$ cat src/hw/cpsc_defs.svh
// Purpose: Addresses, bit positions and reset values of the port block
// Assumes: Big-endian bit numbers count from the word's most significant bit
// Notes:   Included by the table and top modules, the host model and the bench
`ifndef CPSC_DEFS_SVH
`define CPSC_DEFS_SVH
`define CPSC_PPF_BASE    48'hffff_f2f0_00c8
`define CPSC_STB_BASE    48'hffff_f2f0_0300
`define CPSC_OFS_OUT     12'h000
`define CPSC_OFS_IN      12'h004
`define CPSC_OFS_SUM     12'h000
`define CPSC_OFS_CAP0    12'h100
`define CPSC_OFS_CAP1    12'h104
`define CPSC_OFS_CAP2    12'h108
`define CPSC_OFS_CAP3    12'h10c
`define CPSC_DOC_PORT0   31
`define CPSC_DOC_SUM0    0
`define CPSC_DOC_PRESENT 0
`define CPSC_DOC_READOUT 4
`define CPSC_DOC_ONOFF   5
`define CPSC_DOC_POL     6
`define CPSC_DOC_MIN     8
`define CPSC_DOC_MAX     20
`define CPSC_CAP_MIN     12'h000
`define CPSC_CAP_MAX     12'hfff
`define CPSC_OUT_RST     4'h0
`endif

$ cat src/hw/cpsc_pkg.sv
// Purpose: Types and bit helpers of the port block
// Assumes: Big-endian bit 0 is the most significant bit of a 32-bit word
// Notes:   None
package cpsc_pkg;
    typedef logic [47:0] cpsc_addr_t;
    typedef logic [31:0] cpsc_word_t;
    typedef enum logic {CPSC_RSP_IDLE, CPSC_RSP_ANSWER} cpsc_rsp_e;

    // Big-endian bit number to vector index
    function automatic int cpsc_hw_bit(input int doc);
        return 31 - doc;
    endfunction

    function automatic logic cpsc_at(input cpsc_addr_t a,
                                     input cpsc_addr_t base,
                                     input logic [11:0] ofs);
        return a == base + {36'h0, ofs};
    endfunction
endpackage

$ cat src/hw/cpsc_cap_if.sv
// Purpose: Carries a capability lookup between top and table
// Assumes: Same clock, purely combinational lookup
// Notes:   None
`timescale 1ns/1ps
interface cpsc_cap_if;
    logic              sum_sel;
    logic [1:0]        sel;
    cpsc_pkg::cpsc_word_t word;
    modport table_end (input sum_sel, input sel, output word);
    modport user_end  (output sum_sel, output sel, input word);
endinterface

$ cat src/hw/cpsc_sync.sv
// Purpose: Two-flop synchroniser for pin levels
// Assumes: Inputs are asynchronous to clk
// Notes:   First stage feeds only the second
`timescale 1ns/1ps
module cpsc_sync #(
    parameter int W = 4
) (
    input  wire logic         clk,
    input  wire logic         rst,
    input  wire logic [W-1:0] d,
    output logic      [W-1:0] q
);
    logic [W-1:0] meta_r;

    always_ff @(posedge clk or posedge rst)
    begin
        if (rst)
        begin
            meta_r <= '0;
            q      <= '0;
        end
        else
        begin
            meta_r <= d;
            q      <= meta_r;
        end
    end
endmodule

$ cat src/hw/cpsc_cap_table.sv
// Purpose: Read-only strobe capability words
// Assumes: Every present strobe shares one field layout
// Notes:   Absent strobes read as all zero
`timescale 1ns/1ps
`include "cpsc_defs.svh"
module cpsc_cap_table import cpsc_pkg::*; #(
    parameter logic [3:0]  PRESENT = 4'hf,
    parameter logic [11:0] CAP_MIN = `CPSC_CAP_MIN,
    parameter logic [11:0] CAP_MAX = `CPSC_CAP_MAX
) (
    cpsc_cap_if.table_end cap
);
    always_comb
    begin
        cap.word = '0;
        if (cap.sum_sel)
        begin
            for (int i = 0; i < 4; i++)
                cap.word[cpsc_hw_bit(`CPSC_DOC_SUM0 + i)] = PRESENT[i];
        end
        else if (PRESENT[cap.sel])
        begin
            cap.word[cpsc_hw_bit(`CPSC_DOC_PRESENT)] = 1'b1;
            cap.word[cpsc_hw_bit(`CPSC_DOC_READOUT)] = 1'b1;
            cap.word[cpsc_hw_bit(`CPSC_DOC_ONOFF)]   = 1'b1;
            cap.word[cpsc_hw_bit(`CPSC_DOC_POL)]     = 1'b1;
            cap.word[cpsc_hw_bit(`CPSC_DOC_MIN) -: 12] = CAP_MIN;
            cap.word[cpsc_hw_bit(`CPSC_DOC_MAX) -: 12] = CAP_MAX;
        end
    end
endmodule

$ cat src/hw/cpsc_top.sv
// Purpose: Output port drive, input port levels, strobe capabilities
// Assumes: Host accesses arrive as one-cycle quadlet requests on clk
// Notes:   Input pins pass a two-flop synchroniser, output pins one flop; answers follow in one cycle
`timescale 1ns/1ps
`include "cpsc_defs.svh"

// What this block does
// - Big-endian bit zero is word MSB
// - Port registers decoded at port base plus offset
// - Output register doc bits 31..28 drive ports 0..3
// - Input register doc bits 31..28 show pin levels
// - Strobe registers decoded at strobe base plus offset
// - Summary returns one presence bit per strobe
// - Capability flags present, readable, switchable, polarity
// - Capability range minimum zero, maximum 4095
// - Strobes 1..3 copy strobe 0 capabilities
// - Strobe reaches port only when port selects it
module cpsc_top import cpsc_pkg::*; #(
    parameter logic [3:0] STROBE_PRESENT = 4'hf
) (
    input  wire logic       clk,
    input  wire logic       rst,
    input  wire logic       req_valid,
    input  wire logic       req_write,
    input  wire cpsc_addr_t req_addr,
    input  wire cpsc_word_t req_wdata,
    output logic            rsp_valid,
    output cpsc_word_t      rsp_rdata,
    output logic            rsp_err,
    input  wire logic [3:0] port_in_pin,
    output logic      [3:0] port_out_pin,
    input  wire logic [3:0] strobe_level,
    input  wire logic [3:0] port_is_strobe
);
    ////////////////////////////////////////////////////////////////////////
    // Port field packing
    ////////////////////////////////////////////////////////////////////////
    function automatic cpsc_word_t place_ports(input logic [3:0] p);
        cpsc_word_t w;
        w = '0;
        for (int i = 0; i < 4; i++)
            w[cpsc_hw_bit(`CPSC_DOC_PORT0 - i)] = p[i];
        return w;
    endfunction

    function automatic logic [3:0] take_ports(input cpsc_word_t w);
        logic [3:0] p;
        p = '0;
        for (int i = 0; i < 4; i++)
            p[i] = w[cpsc_hw_bit(`CPSC_DOC_PORT0 - i)];
        return p;
    endfunction

    ////////////////////////////////////////////////////////////////////////
    // Input synchroniser and capability table
    ////////////////////////////////////////////////////////////////////////
    logic [3:0] in_level;
    cpsc_cap_if cap ();

    cpsc_sync #(.W(4)) u_sync (
        .clk (clk),
        .rst (rst),
        .d   (port_in_pin),
        .q   (in_level)
    );

    cpsc_cap_table #(
        .PRESENT (STROBE_PRESENT),
        .CAP_MIN (`CPSC_CAP_MIN),
        .CAP_MAX (`CPSC_CAP_MAX)
    ) u_caps (
        .cap (cap.table_end)
    );

    ////////////////////////////////////////////////////////////////////////
    // Address decode
    ////////////////////////////////////////////////////////////////////////
    logic       hit_out;
    logic       hit_in;
    logic       hit_sum;
    logic       hit_cap;
    logic [1:0] cap_idx;

    always_comb
    begin
        hit_out = cpsc_at(req_addr, `CPSC_PPF_BASE, `CPSC_OFS_OUT);
        hit_in  = cpsc_at(req_addr, `CPSC_PPF_BASE, `CPSC_OFS_IN);
        hit_sum = cpsc_at(req_addr, `CPSC_STB_BASE, `CPSC_OFS_SUM);
        hit_cap = 1'b1;
        cap_idx = 2'h0;
        if (cpsc_at(req_addr, `CPSC_STB_BASE, `CPSC_OFS_CAP1))
            cap_idx = 2'h1;
        else if (cpsc_at(req_addr, `CPSC_STB_BASE, `CPSC_OFS_CAP2))
            cap_idx = 2'h2;
        else if (cpsc_at(req_addr, `CPSC_STB_BASE, `CPSC_OFS_CAP3))
            cap_idx = 2'h3;
        else if (!cpsc_at(req_addr, `CPSC_STB_BASE, `CPSC_OFS_CAP0))
            hit_cap = 1'b0;
    end

    assign cap.sum_sel = hit_sum;
    assign cap.sel     = cap_idx;

    ////////////////////////////////////////////////////////////////////////
    // Register file and answer
    ////////////////////////////////////////////////////////////////////////
    logic [3:0] drive_r;
    logic [3:0] drive_nxt;
    cpsc_rsp_e  rsp_state_r;
    cpsc_rsp_e  rsp_state_nxt;
    cpsc_word_t rdata_r;
    cpsc_word_t rdata_nxt;
    logic       err_r;
    logic       err_nxt;

    always_comb
    begin
        drive_nxt     = drive_r;
        rdata_nxt     = '0;
        err_nxt       = 1'b0;
        rsp_state_nxt = req_valid ? CPSC_RSP_ANSWER : CPSC_RSP_IDLE;
        if (req_valid)
        begin
            if (hit_out)
            begin
                if (req_write)
                    drive_nxt = take_ports(req_wdata);
                else
                    rdata_nxt = place_ports(drive_r);
            end
            else if (hit_in)
            begin
                if (!req_write)
                    rdata_nxt = place_ports(in_level);
            end
            else if (hit_sum || hit_cap)
            begin
                if (!req_write)
                    rdata_nxt = cap.word;
            end
            else
            begin
                err_nxt = 1'b1;
            end
        end
    end

    always_ff @(posedge clk or posedge rst)
    begin
        if (rst)
        begin
            drive_r     <= `CPSC_OUT_RST;
            rsp_state_r <= CPSC_RSP_IDLE;
            rdata_r     <= '0;
            err_r       <= 1'b0;
        end
        else
        begin
            drive_r     <= drive_nxt;
            rsp_state_r <= rsp_state_nxt;
            rdata_r     <= rdata_nxt;
            err_r       <= err_nxt;
        end
    end

    assign rsp_valid = (rsp_state_r == CPSC_RSP_ANSWER);
    assign rsp_rdata = rdata_r;
    assign rsp_err   = err_r;

    ////////////////////////////////////////////////////////////////////////
    // Output pins
    ////////////////////////////////////////////////////////////////////////
    logic [3:0] pin_r;
    logic [3:0] pin_nxt;

    always_comb
    begin
        for (int i = 0; i < 4; i++)
            pin_nxt[i] = port_is_strobe[i] ? strobe_level[i] : drive_r[i];
    end

    always_ff @(posedge clk or posedge rst)
    begin
        if (rst)
            pin_r <= `CPSC_OUT_RST;
        else
            pin_r <= pin_nxt;
    end

    assign port_out_pin = pin_r;

    cpsc_word_t cap_expect;
    cpsc_word_t sum_expect;

    always_comb
    begin
        cap_expect = '0;
        cap_expect[31]    = 1'b1;
        cap_expect[27:25] = 3'h7;
        cap_expect[23:12] = `CPSC_CAP_MIN;
        cap_expect[11:0]  = `CPSC_CAP_MAX;
        sum_expect        = {STROBE_PRESENT[0], STROBE_PRESENT[1],
                             STROBE_PRESENT[2], STROBE_PRESENT[3], 28'h0};
    end

    // Last value written to the output register, for readback checks
    logic [3:0] out_wr_r;
    logic [3:0] out_wr_nxt;

    always_comb
    begin
        out_wr_nxt = out_wr_r;
        if (req_valid && req_write && hit_out)
            out_wr_nxt = req_wdata[3:0];
    end

    always_ff @(posedge clk or posedge rst)
    begin
        if (rst)
            out_wr_r <= `CPSC_OUT_RST;
        else
            out_wr_r <= out_wr_nxt;
    end
endmodule

$ cat config.mk
export PLATFORM = sky130hd
export DESIGN_NAME = cpsc_top
export DESIGN_NICKNAME = d
export VERILOG_FILES = /design/src/hw/cpsc_pkg.sv /design/src/hw/cpsc_cap_if.sv /design/src/hw/cpsc_sync.sv /design/src/hw/cpsc_cap_table.sv /design/src/hw/cpsc_top.sv
export VERILOG_INCLUDE_DIRS = /design/src /design/src/hw
export SDC_FILE = /design/constraint.sdc
export NUM_CORES = 1
export LEC_CHECK = 0
export BUFFER_PORTS_ARGS = -buffer_cell sky130_fd_sc_hd__buf_2
export CORE_ASPECT_RATIO = 2
export CORE_MARGIN = 2
export CORE_UTILIZATION = 31
export DETAILED_ROUTE_END_ITERATION = 12
export GPL_TIMING_DRIVEN = 1
export PLACE_DENSITY = 0.85
export SLEW_MARGIN = 20
export SYNTH_ARGS = -nofsm -noshare
export SYNTH_HDL_FRONTEND = slang
export SYNTH_SLANG_ARGS = --single-unit
$ cat constraint.sdc
create_clock -name clk -period 0.9 [get_ports clk]
set_input_delay 0.045 -clock clk [delete_from_list [all_inputs] [get_ports clk]]
set_output_delay 0.045 -clock clk [all_outputs]
set_load 0.02 [all_outputs]
Word level (Yosys, flattened, before mapping)
Cells that the tools add are included.
{"block": "word_totals", "output_inout_bits": 38, "ff_bits": 50, "wordCells": 49}
{"block": "classes", "magnitude_cmp": 1, "n_eq_ne": 7, "n_mux": 32, "reduce_logical": 2}
{"op": "$eq A48 B48 Y1 const B", "count": 7}
{"op": "$mux W32", "count": 5}
{"op": "$mux W24", "count": 1}
{"op": "$mux W1", "count": 16}
{"op": "$mux W12", "count": 1}
{"op": "$mux W3", "count": 3}
{"op": "$mux W4", "count": 2}
{"op": "$mux W2", "count": 3}
{"op": "$lt A2 B3 Y1 const B", "count": 1}
{"op": "$reduce_and A3 Y1", "count": 1}
{"op": "$bmux W1 S2", "count": 1}
{"op": "$logic_or A1 B1 Y1", "count": 1}

Longest topological paths before layout
Gate-level depths: netlist of the first run.
{"block": "logic_depth", "depth_word": 13, "mapped_depth": 4, "depth_no_buf": 4}

Hierarchy
A second synthesis of the first run with hierarchy kept.
{"block": "unflattened", "cells_unflattened": 189, "area_unflattened_um2": 2217.1}
{"module": "cpsc_top", "area_each_um2": 1769.2, "cells_each": 146, "n_inst": 1}
{"module": "cpsc_cap_table", "area_each_um2": 244.0, "cells_each": 34, "n_inst": 1}
{"module": "cpsc_sync", "area_each_um2": 203.9, "cells_each": 9, "n_inst": 1}

Worst setup path after synthesis of the first run
OpenSTA, ideal clock, no wires.
{"block": "synth_path", "path_kind": "input-to-reg", "startpoint": "in req_addr[1]", "endpoint": "reg drive_r[0]", "setup_ns": 0.128, "cell_stages": 4, "arrival_time_ns": 1.073, "required_ns": 0.772, "setup_slack_ns": -0.301, "path_cell_list": "nand4b_1 nor4_4 nand4_2 mux2_1"}
{"block": "synth_between", "elab_chain_cells": 2}
{"item": "start: declaration", "line_no": "cpsc_top.sv:25", "source": "input wire cpsc_addr_t req_addr,"}
{"item": "$eq A48 B48 Y1", "line_no": "cpsc_pkg.sv:17", "source": "return a == base + {36'h0, ofs};"}
{"item": "$reduce_and A3 Y1 (no source line)"}
{"item": "end signal: assignment", "line_no": "cpsc_top.sv:152", "source": "drive_r <= `CPSC_OUT_RST;"}
{"item": "end signal: assignment", "line_no": "cpsc_top.sv:159", "source": "drive_r <= drive_nxt;"}
{"item": "end: declaration", "line_no": "cpsc_top.sv:107", "source": "logic [3:0] drive_r;"}
No other way between the ends.
A chain may end at the register's enable or synchronous reset.

Final worst setup path of the first run
{"block": "layout_path", "startpoint": "in req_addr[1]", "endpoint": "reg drive_r[2]"}
The elaborated chain is that of the path after synthesis.

==> results of run 1 <==
[path summary, 6_finish.rpt]
| path | from | end |
|---|---|---|
| setup / recovery | req_addr[1] | drive_r[2]$_DFFE_PP0P_ |
| hold / removal | strobe_level[0] | port_out_pin[0]$_DFF_PP0_ |
| setup reg to reg | drive_r[0]$_DFFE_PP0P_ | rsp_rdata[0]$_DFF_PP0_ |
| hold reg to reg | u_sync.meta_r[0]$_DFF_PP0_ | u_sync.q[0]$_DFF_PP0_ |
| max in group asynchronous | rst | rsp_rdata[27]$_DFF_PP0_ |
| min in group asynchronous | rst | rsp_rdata[30]$_DFF_PP0_ |
[worst reg2reg max path, cell delays in order, from the launching register on]
cell and delay, ns:
dfrtp_1 0.38, mux2_4 0.29, a21oi_2 0.15, nor2_1 0.06
[registers in the layout, summed over array words and instances, names as in the netlist]
name,flops
rsp_valid,1
rsp_err,1
port_out_pin,4
rsp_rdata,7
drive_r,4
u_sync.q,4
u_sync.meta_r,4
[power breakdown]
part           switching (W)  internal [W]
sequential        0.00000783       0.00115
clock               0.000360      0.000310
combinational       0.000203      0.000202
total               0.000571       0.00167
[what timing repair did]
action                     CTS  global route
hold endpoints to repair    29             0
setup endpoints to repair   23            29
pin swaps                    9             0
hold buffers                 5             0
buffers inserted             4             0
resized for setup           33            24
[cell type report]
class	count	share of cell area [%]
Clock buffer	3	1.95
Clock inverter	1	0.236
Inverter	1	0.177
Multi-Input combinational cell	69	27.7
Sequential cell	25	29.6
Tap cell	51	3.01
Timing Repair Buffer	119	37.4
[stage by stage]
step	setup TNS [ns]	instances	hold slack (ns)	utilization, %	power, W
2_1_floorplan	-1.64	120	0.0723	-	0.00137
3_3_place_gp	-4.63	256	0.103	45.8	0.00154
3_5_place_dp	-4.88	256	0.107	45.8	0.00155
4_1_cts	-2.16	269	0.00493	52.5	0.00223
5_1_grt	-3.56	269	0.000422	54.6	0.00233
6_report	-2.29	269	-0.00459	54.6	0.00224
[metal layers]
layer  routed length (microns)  vias to the layer above  global-route usage, %
li1                          -                      570                      -
met2                      1770                       96                   28.4
met5                         0                        -                      0
met4                       119                        0                   8.81
met3                       297                        9                   2.39
met1                      1030                      541                   13.6
[cell usage in the layout, fill, tap and decap left out]
cell and instances:
dlygate4sd3_1 5, and3_1 1, clkinv_2 1, dfrtp_2 1
o32a_2 1, nand3_1 1, a21oi_1 1, nand4_4 1
nand2_1 4, nor4_4 2, nor3_1 2, nand4_1 5
nor2b_1 1, buf_4 16, clkbuf_8 3, inv_1 1
conb_1 13, dfrtp_1 24, buf_2 77, nor3_2 3
mux2_4 5, or2_4 1, buf_6 21, and4_4 1
nor2_1 7, mux2_2 7, o21a_1 1, nand3_4 1
nor4b_2 1, nor4_2 3, nand4b_1 2, a21oi_2 3
nand4b_4 1, a32oi_1 1
[kinds of logic after synthesis]
| logic type | Yosys count |
|---|---|
| buffers and inverters | 26 |
| flip-flops | 25 |
| other | 1 |
| multiplexers | 12 |
| AND/OR/NAND/NOR | 37 |
| AO/OA/AOI/OAI | 7 |
==> results.txt, run 1 <==
- Clock-pin slew was measured on the worst setup and hold paths at 0.09 ns.
- Number of synthesized flops with an enable pin: 0
- The via count of the first global-routing pass came to 1170.
- Summing the areas of all compound-gate instances in the mapped netlist gives 3.77% of the synthesized area.
* Post-DR wirelength/cell: 11.9 microns
- CP Depth: 5
* Crit end category: flop
- CTS H-Tree Depth: 1
- At the worst endpoint, the arrival time is 1.22 ns.
- Routability-driven placement finished with a final weighted congestion of 0.730.
- Maximum fanout count along the critical path: 4
* Number of synthesized register bits: 25
- At the worst endpoint, the required time is 1.06 ns.
* Maximum vdd ir drop: 0.997 mV
- Initial antenna violation count: 0
* Distinct cell type count after synthesis: 26
* Total wire length after detailed routing: 3210 microns
- Average instance area after synthesis: 11.7 sq um
- Detailed routing inserted a total of 1216 vias.
- Setup repair after global routing missed its margin: yes
- The first global-routing pass estimated 5090 microns of wire.
- After floorplanning, the core was sized to cover 3880 sq um.
* Vert. Die Dim: 94.3 microns
- Setup WS post-layout: -0.160 ns
- Number of CTS-inserted buffers: 3
* Number of max-capacitance violations reported: 0
- The tree built by TritonCTS fans out to 25 sinks.
- The die covers 4630 sq um.
- Horizontal die dimension: 49.1 microns
- Fraction of the cycle the final worst path needs: 118%
- Number of buffers on the longest clock path: 2
- Across all register-to-register paths, the minimum setup slack is -0.09 ns.
- The number of failing hold endpoints at the final stage came to 1.
- Diodes inserted: 0
- By area, the combinational part of the netlist is dominated by simple AND/OR/NAND/NOR gates.
- Synth cell count leaders: buf_4, dfrtp_1, mux2_2, nor2_1
- After Yosys synthesis, and, or, nand and nor cells account for 20.5% of the synthesized area.
* Source-to-sink clock delay at the later pin of the worst-skew pair: 0.27 ns
- Counting flops with an async set or reset pin after synthesis yields a share of 100%.
- The synthesized netlist devotes 0% of its cell area to adder and majority cells.
* Effective utilization at floorplan: 32.5%
* DRC viols: 0
* Mapped cell area: 1260 sq um
* Critical setup path kind: in2reg
- Final Max Slew Viols: 0
* Final-report setup violation count: 23
- Area of combinational cells with multiple inputs: 587 sq um
- The portion of synthesized area spent on multiplexers is 10.7%.
* Fraction of post-synthesis cell area in the top cell type by area: 49.6%
- Of the cells placed in the final design, the portion with a size suffix greater than 1 is 68.3%.
- Number of violations reported at the end of detailed-routing iteration 0: 10
- By area the synthesized netlist is led by dfrtp_1, buf_4, mux2_2.
- Max Fclk: 943 MHz
- Synthesized-area fraction occupied by xor and xnor cells: 0%
- In this run the clock root is driven by a clkbuf_8.
* Synthesis-to-layout area growth: 67.9%
* Shortest clock period the worst path allows after layout: 1.06 ns
* Leak: 1.11 nW
* Part of the Yosys area used for sequential elements: 49.6%
- The path class of the tightest hold or removal check is in2reg.
* Overall track demand over capacity in global routing: 14.6%
- At the end of the flow, the number of nets in the layout was 315.
- Crit path buf inv count: 1
- Yosys printed 0 warnings.
- Slowest cell on the critical path: nor4_4
- Detailed placement HPWL: 2510 microns
* Clock tree from TritonCTS: done
- Count of antenna-violating nets left after detailed routing: 0
- The placed instances occupy a cell area of 1780 sq um.
* Via density per instance: 4.52
- The worst setup path is launched from a primary input.
- The checks that failed: negative hold slack, negative setup slack.
- Number of fillers in the final layout: 343
* IO Pins: 134
- The largest total area in the synthesized netlist belongs to dfrtp_1.
- The worst hold path passes through 2 cells.
- Power per unit of standard cell area: 1060 nW/um^2
- The clock arrives with 0.00141 ns of skew.
- DP Worst Slack: -0.506 ns
- The pre-antenna-repair detailed-routing pass consisted of 4 iterations.
* Cells along the critical path: buf_6 -> nand4b_1 -> nor4_4 -> nand4_4 -> mux2_4
* Count of standard-cell rows: 32
- Worst hold slack after final layout: -0.00459 ns
- During placement, the flow inserted port buffers numbering 92.
* Leading register cell type out of synthesis: dfrtp_1
- Run status: finished with violations
* Cell area after layout: 2120 sq um
- The worst register-to-register path has a depth of 3.
* Pin count of the biggest net entering global routing: 26
- Delay of the slowest cell on the worst path: 0.37 ns
- The cell count after synthesis came out at 108.
- Global routing finished with a remaining overflow of 0.
- In this design, the largest share of critical-path delay is due to simple AND/OR/NAND/NOR gates.
* Sequential Area: 627 sq um
Note: power is estimated with default switching activity, not from simulation.
==> run 2, diff against run 1 <==
--- a/config.mk
+++ b/config.mk
@@ -9,10 +9,11 @@
 export BUFFER_PORTS_ARGS = -buffer_cell sky130_fd_sc_hd__buf_2
 export CORE_ASPECT_RATIO = 2
 export CORE_MARGIN = 2
-export CORE_UTILIZATION = 31
+export CORE_UTILIZATION = 32
+export CTS_BUF_LIST = sky130_fd_sc_hd__clkbuf_4 sky130_fd_sc_hd__clkbuf_8
 export DETAILED_ROUTE_END_ITERATION = 12
 export GPL_TIMING_DRIVEN = 1
-export PLACE_DENSITY = 0.85
+export PLACE_DENSITY = 0.87
 export SLEW_MARGIN = 20
 export SYNTH_ARGS = -nofsm -noshare
 export SYNTH_HDL_FRONTEND = slang
==> results.txt, run 2 (same netlist as run 1, synthesis figures left out) <==
- Horizontal die dimension: 48.4 microns
- Final standard cell utilization of the core: 54.9%
* Diodes inserted: 0
- Setup violations remaining at the end of the flow were counted as 22.
* Failing checks: negative setup slack
* Arrival time at the worst endpoint: 1.22 ns
* Clock tree from TritonCTS: done
- Leak: 1.13 nW
- In this run, CTS created clock tree buffers numbering 3.
- Clock-pin slew was measured on the worst setup and hold paths at 0.09 ns.
- By startpoint and endpoint, the worst setup path is classified as in2reg.
* Number of flip-flops under the largest register name: 7
- CTS H-Tree Depth: 1
- In the global route stage, overall resource usage came out at 14.8%.
* Number of violations reported at the end of detailed-routing iteration 0: 3
- Entering global routing, the biggest net connects 26 pins.
* Met2 global-route usage: 30.7%
- Max-cap violations in this run came to 0.
* Worst hold slack after final layout: 0.000770 ns
- For this design the ratio of total power to cell area is 1080 nW/um^2.
- After the last flow step, the layout net total stands at 317.
- Sequential Area: 627 sq um
- Setup WS post-layout: -0.157 ns
* Vias in the first global route: 1175
* Setup fix buffers added after clock tree synthesis: 0
- Static timing analysis puts the maximum clock frequency at 946 MHz.
* Buffer type at the clock tree root: clkbuf_8
- Last weighted congestion value of the routability-driven placer: 0.741
- Setup repair after global routing could not meet its margin everywhere.
* Crit end category: flop
* Number of sinks handled by clock tree synthesis: 25
* DP Worst Slack: -0.528 ns
* Final Max Slew Viols: 0
- After filler insertion, the fill cell instance count of the layout stands at 330.
- The later pin in the worst-skew pair is clocked with a latency of 0.27 ns.
* First-pass iteration count of the detailed router: 4
- Met1 capacity usage during global routing: 12.8%
- Run status: finished with violations
- DRC viols: 0
- The number of failing hold endpoints at the final stage is 0.
* IO Pins: 134
- Post-DR wirelength/cell: 11.8 microns
* Via density per instance: 4.48
- The library cells used most frequently in the layout, excluding fill and tap cells, are buf_2, dfrtp_1, buf_4.
* Total wire length after detailed routing: 3190 microns
* Synthesis-to-layout area growth: 65.4%
- Area of combinational cells with multiple inputs: 607 sq um
- In this run the worst path has a maximum fanout of 4.
- Required time of the critical path: 1.06 ns
- Vert. Die Dim: 92.8 microns
* Most common library cell in the layout ignoring fill and taps: buf_2
- First-pass GRT wire length: 5000 microns
- Proportion of layout cells with a drive suffix above 1: 68.2%
- Die Area: 4490 sq um
* Count of antenna-violating nets left after detailed routing: 0
- Area of the core: 3800 sq um
- The initial antenna violation count is 0.
- Global route total overflow: 0
- Met3 routing resource usage after global routing: 2.26%
* Most crowded layer after global routing: met2
* Maximum vdd ir drop: 0.758 mV
- Summed over all failing endpoints, the final setup total negative slack is -1.42 ns.
- Port bufs: 92
* Number of buffers on the longest clock path: 2
- Fraction of the cycle the final worst path needs: 117%
- Total via count in the routed design: 1214
- Shortest clock period the worst path allows after layout: 1.06 ns
* Path category of the worst min-delay check: in2reg
- The floorplan has 32 rows.
- Detailed placement HPWL: 2570 microns
- Critical Path Source Type: primary input
* Clock skew: 0.00558 ns
* Effective utilization at floorplan: 33.2%
## run 2: area by class of cell
class	count	area share, %
multi-input cells	69	29.1
clock inverters	1	0.359
flip-flops and latches	25	30.0
clock buffers	3	1.98
inverters	1	0.180
well taps	51	3.06
repair buffers	121	35.4
## run 2: through the flow
step                total power, W  cell area (sq um)  instances
floorplan                  0.00137               1310        120
global route               0.00234               2090        271
detailed placement         0.00156               1800        259
global placement           0.00155               1800        259
finish                     0.00226               2090        271
CTS                        0.00226               2040        271
## run 2: worst max-delay path, cell delays in order
cell,delay (ns)
buf_6,0.09
nand4b_1,0.20
nor4_4,0.36
nand4_4,0.19
mux2_4,0.35
## run 2: per-layer routing
| layer | part of all wire (%) | vias to the layer above |
|---|---|---|
| met3 | 8.5 | 7 |
| met1 | 30 | 550 |
| met5 | 0 | - |
| met2 | 58 | 86 |
| li1 | - | 571 |
| met4 | 2.9 | 0 |
## run 2: worst paths after layout
kind	startpoint	endpoint	slack, ns	cells past startpoint
worst max-delay path	req_addr[1]	drive_r[0]$_DFFE_PP0P_	-0.16	5
worst min-delay path	strobe_level[1]	port_out_pin[1]$_DFF_PP0_	0.0008	2
worst max register to register	drive_r[1]$_DFFE_PP0P_	rsp_rdata[1]$_DFF_PP0_	-0.07	3
worst min register to register	u_sync.meta_r[2]$_DFF_PP0_	u_sync.q[2]$_DFF_PP0_	0.36	0
max in group asynchronous	rst	rsp_rdata[27]$_DFF_PP0_	0.28	4
min in group asynchronous	rst	port_out_pin[0]$_DFF_PP0_	0.36	4
## run 2: power by group
group	total, W	switching (W)	internal [W]
clock	0.000670	0.000356	0.000314
sequential	0.00116	0.00000825	0.00115
combinational	0.000430	0.000209	0.000221
total	0.00226	0.000573	0.00169
## run 2: what timing repair did
action / 4_1_cts / 5_1_grt
pin swaps: 11 / 1
hold endpoints to repair: 32 / 0
resized for setup: 25 / 13
hold buffers: 8 / 0
endpoints found under the setup margin: 23 / 30
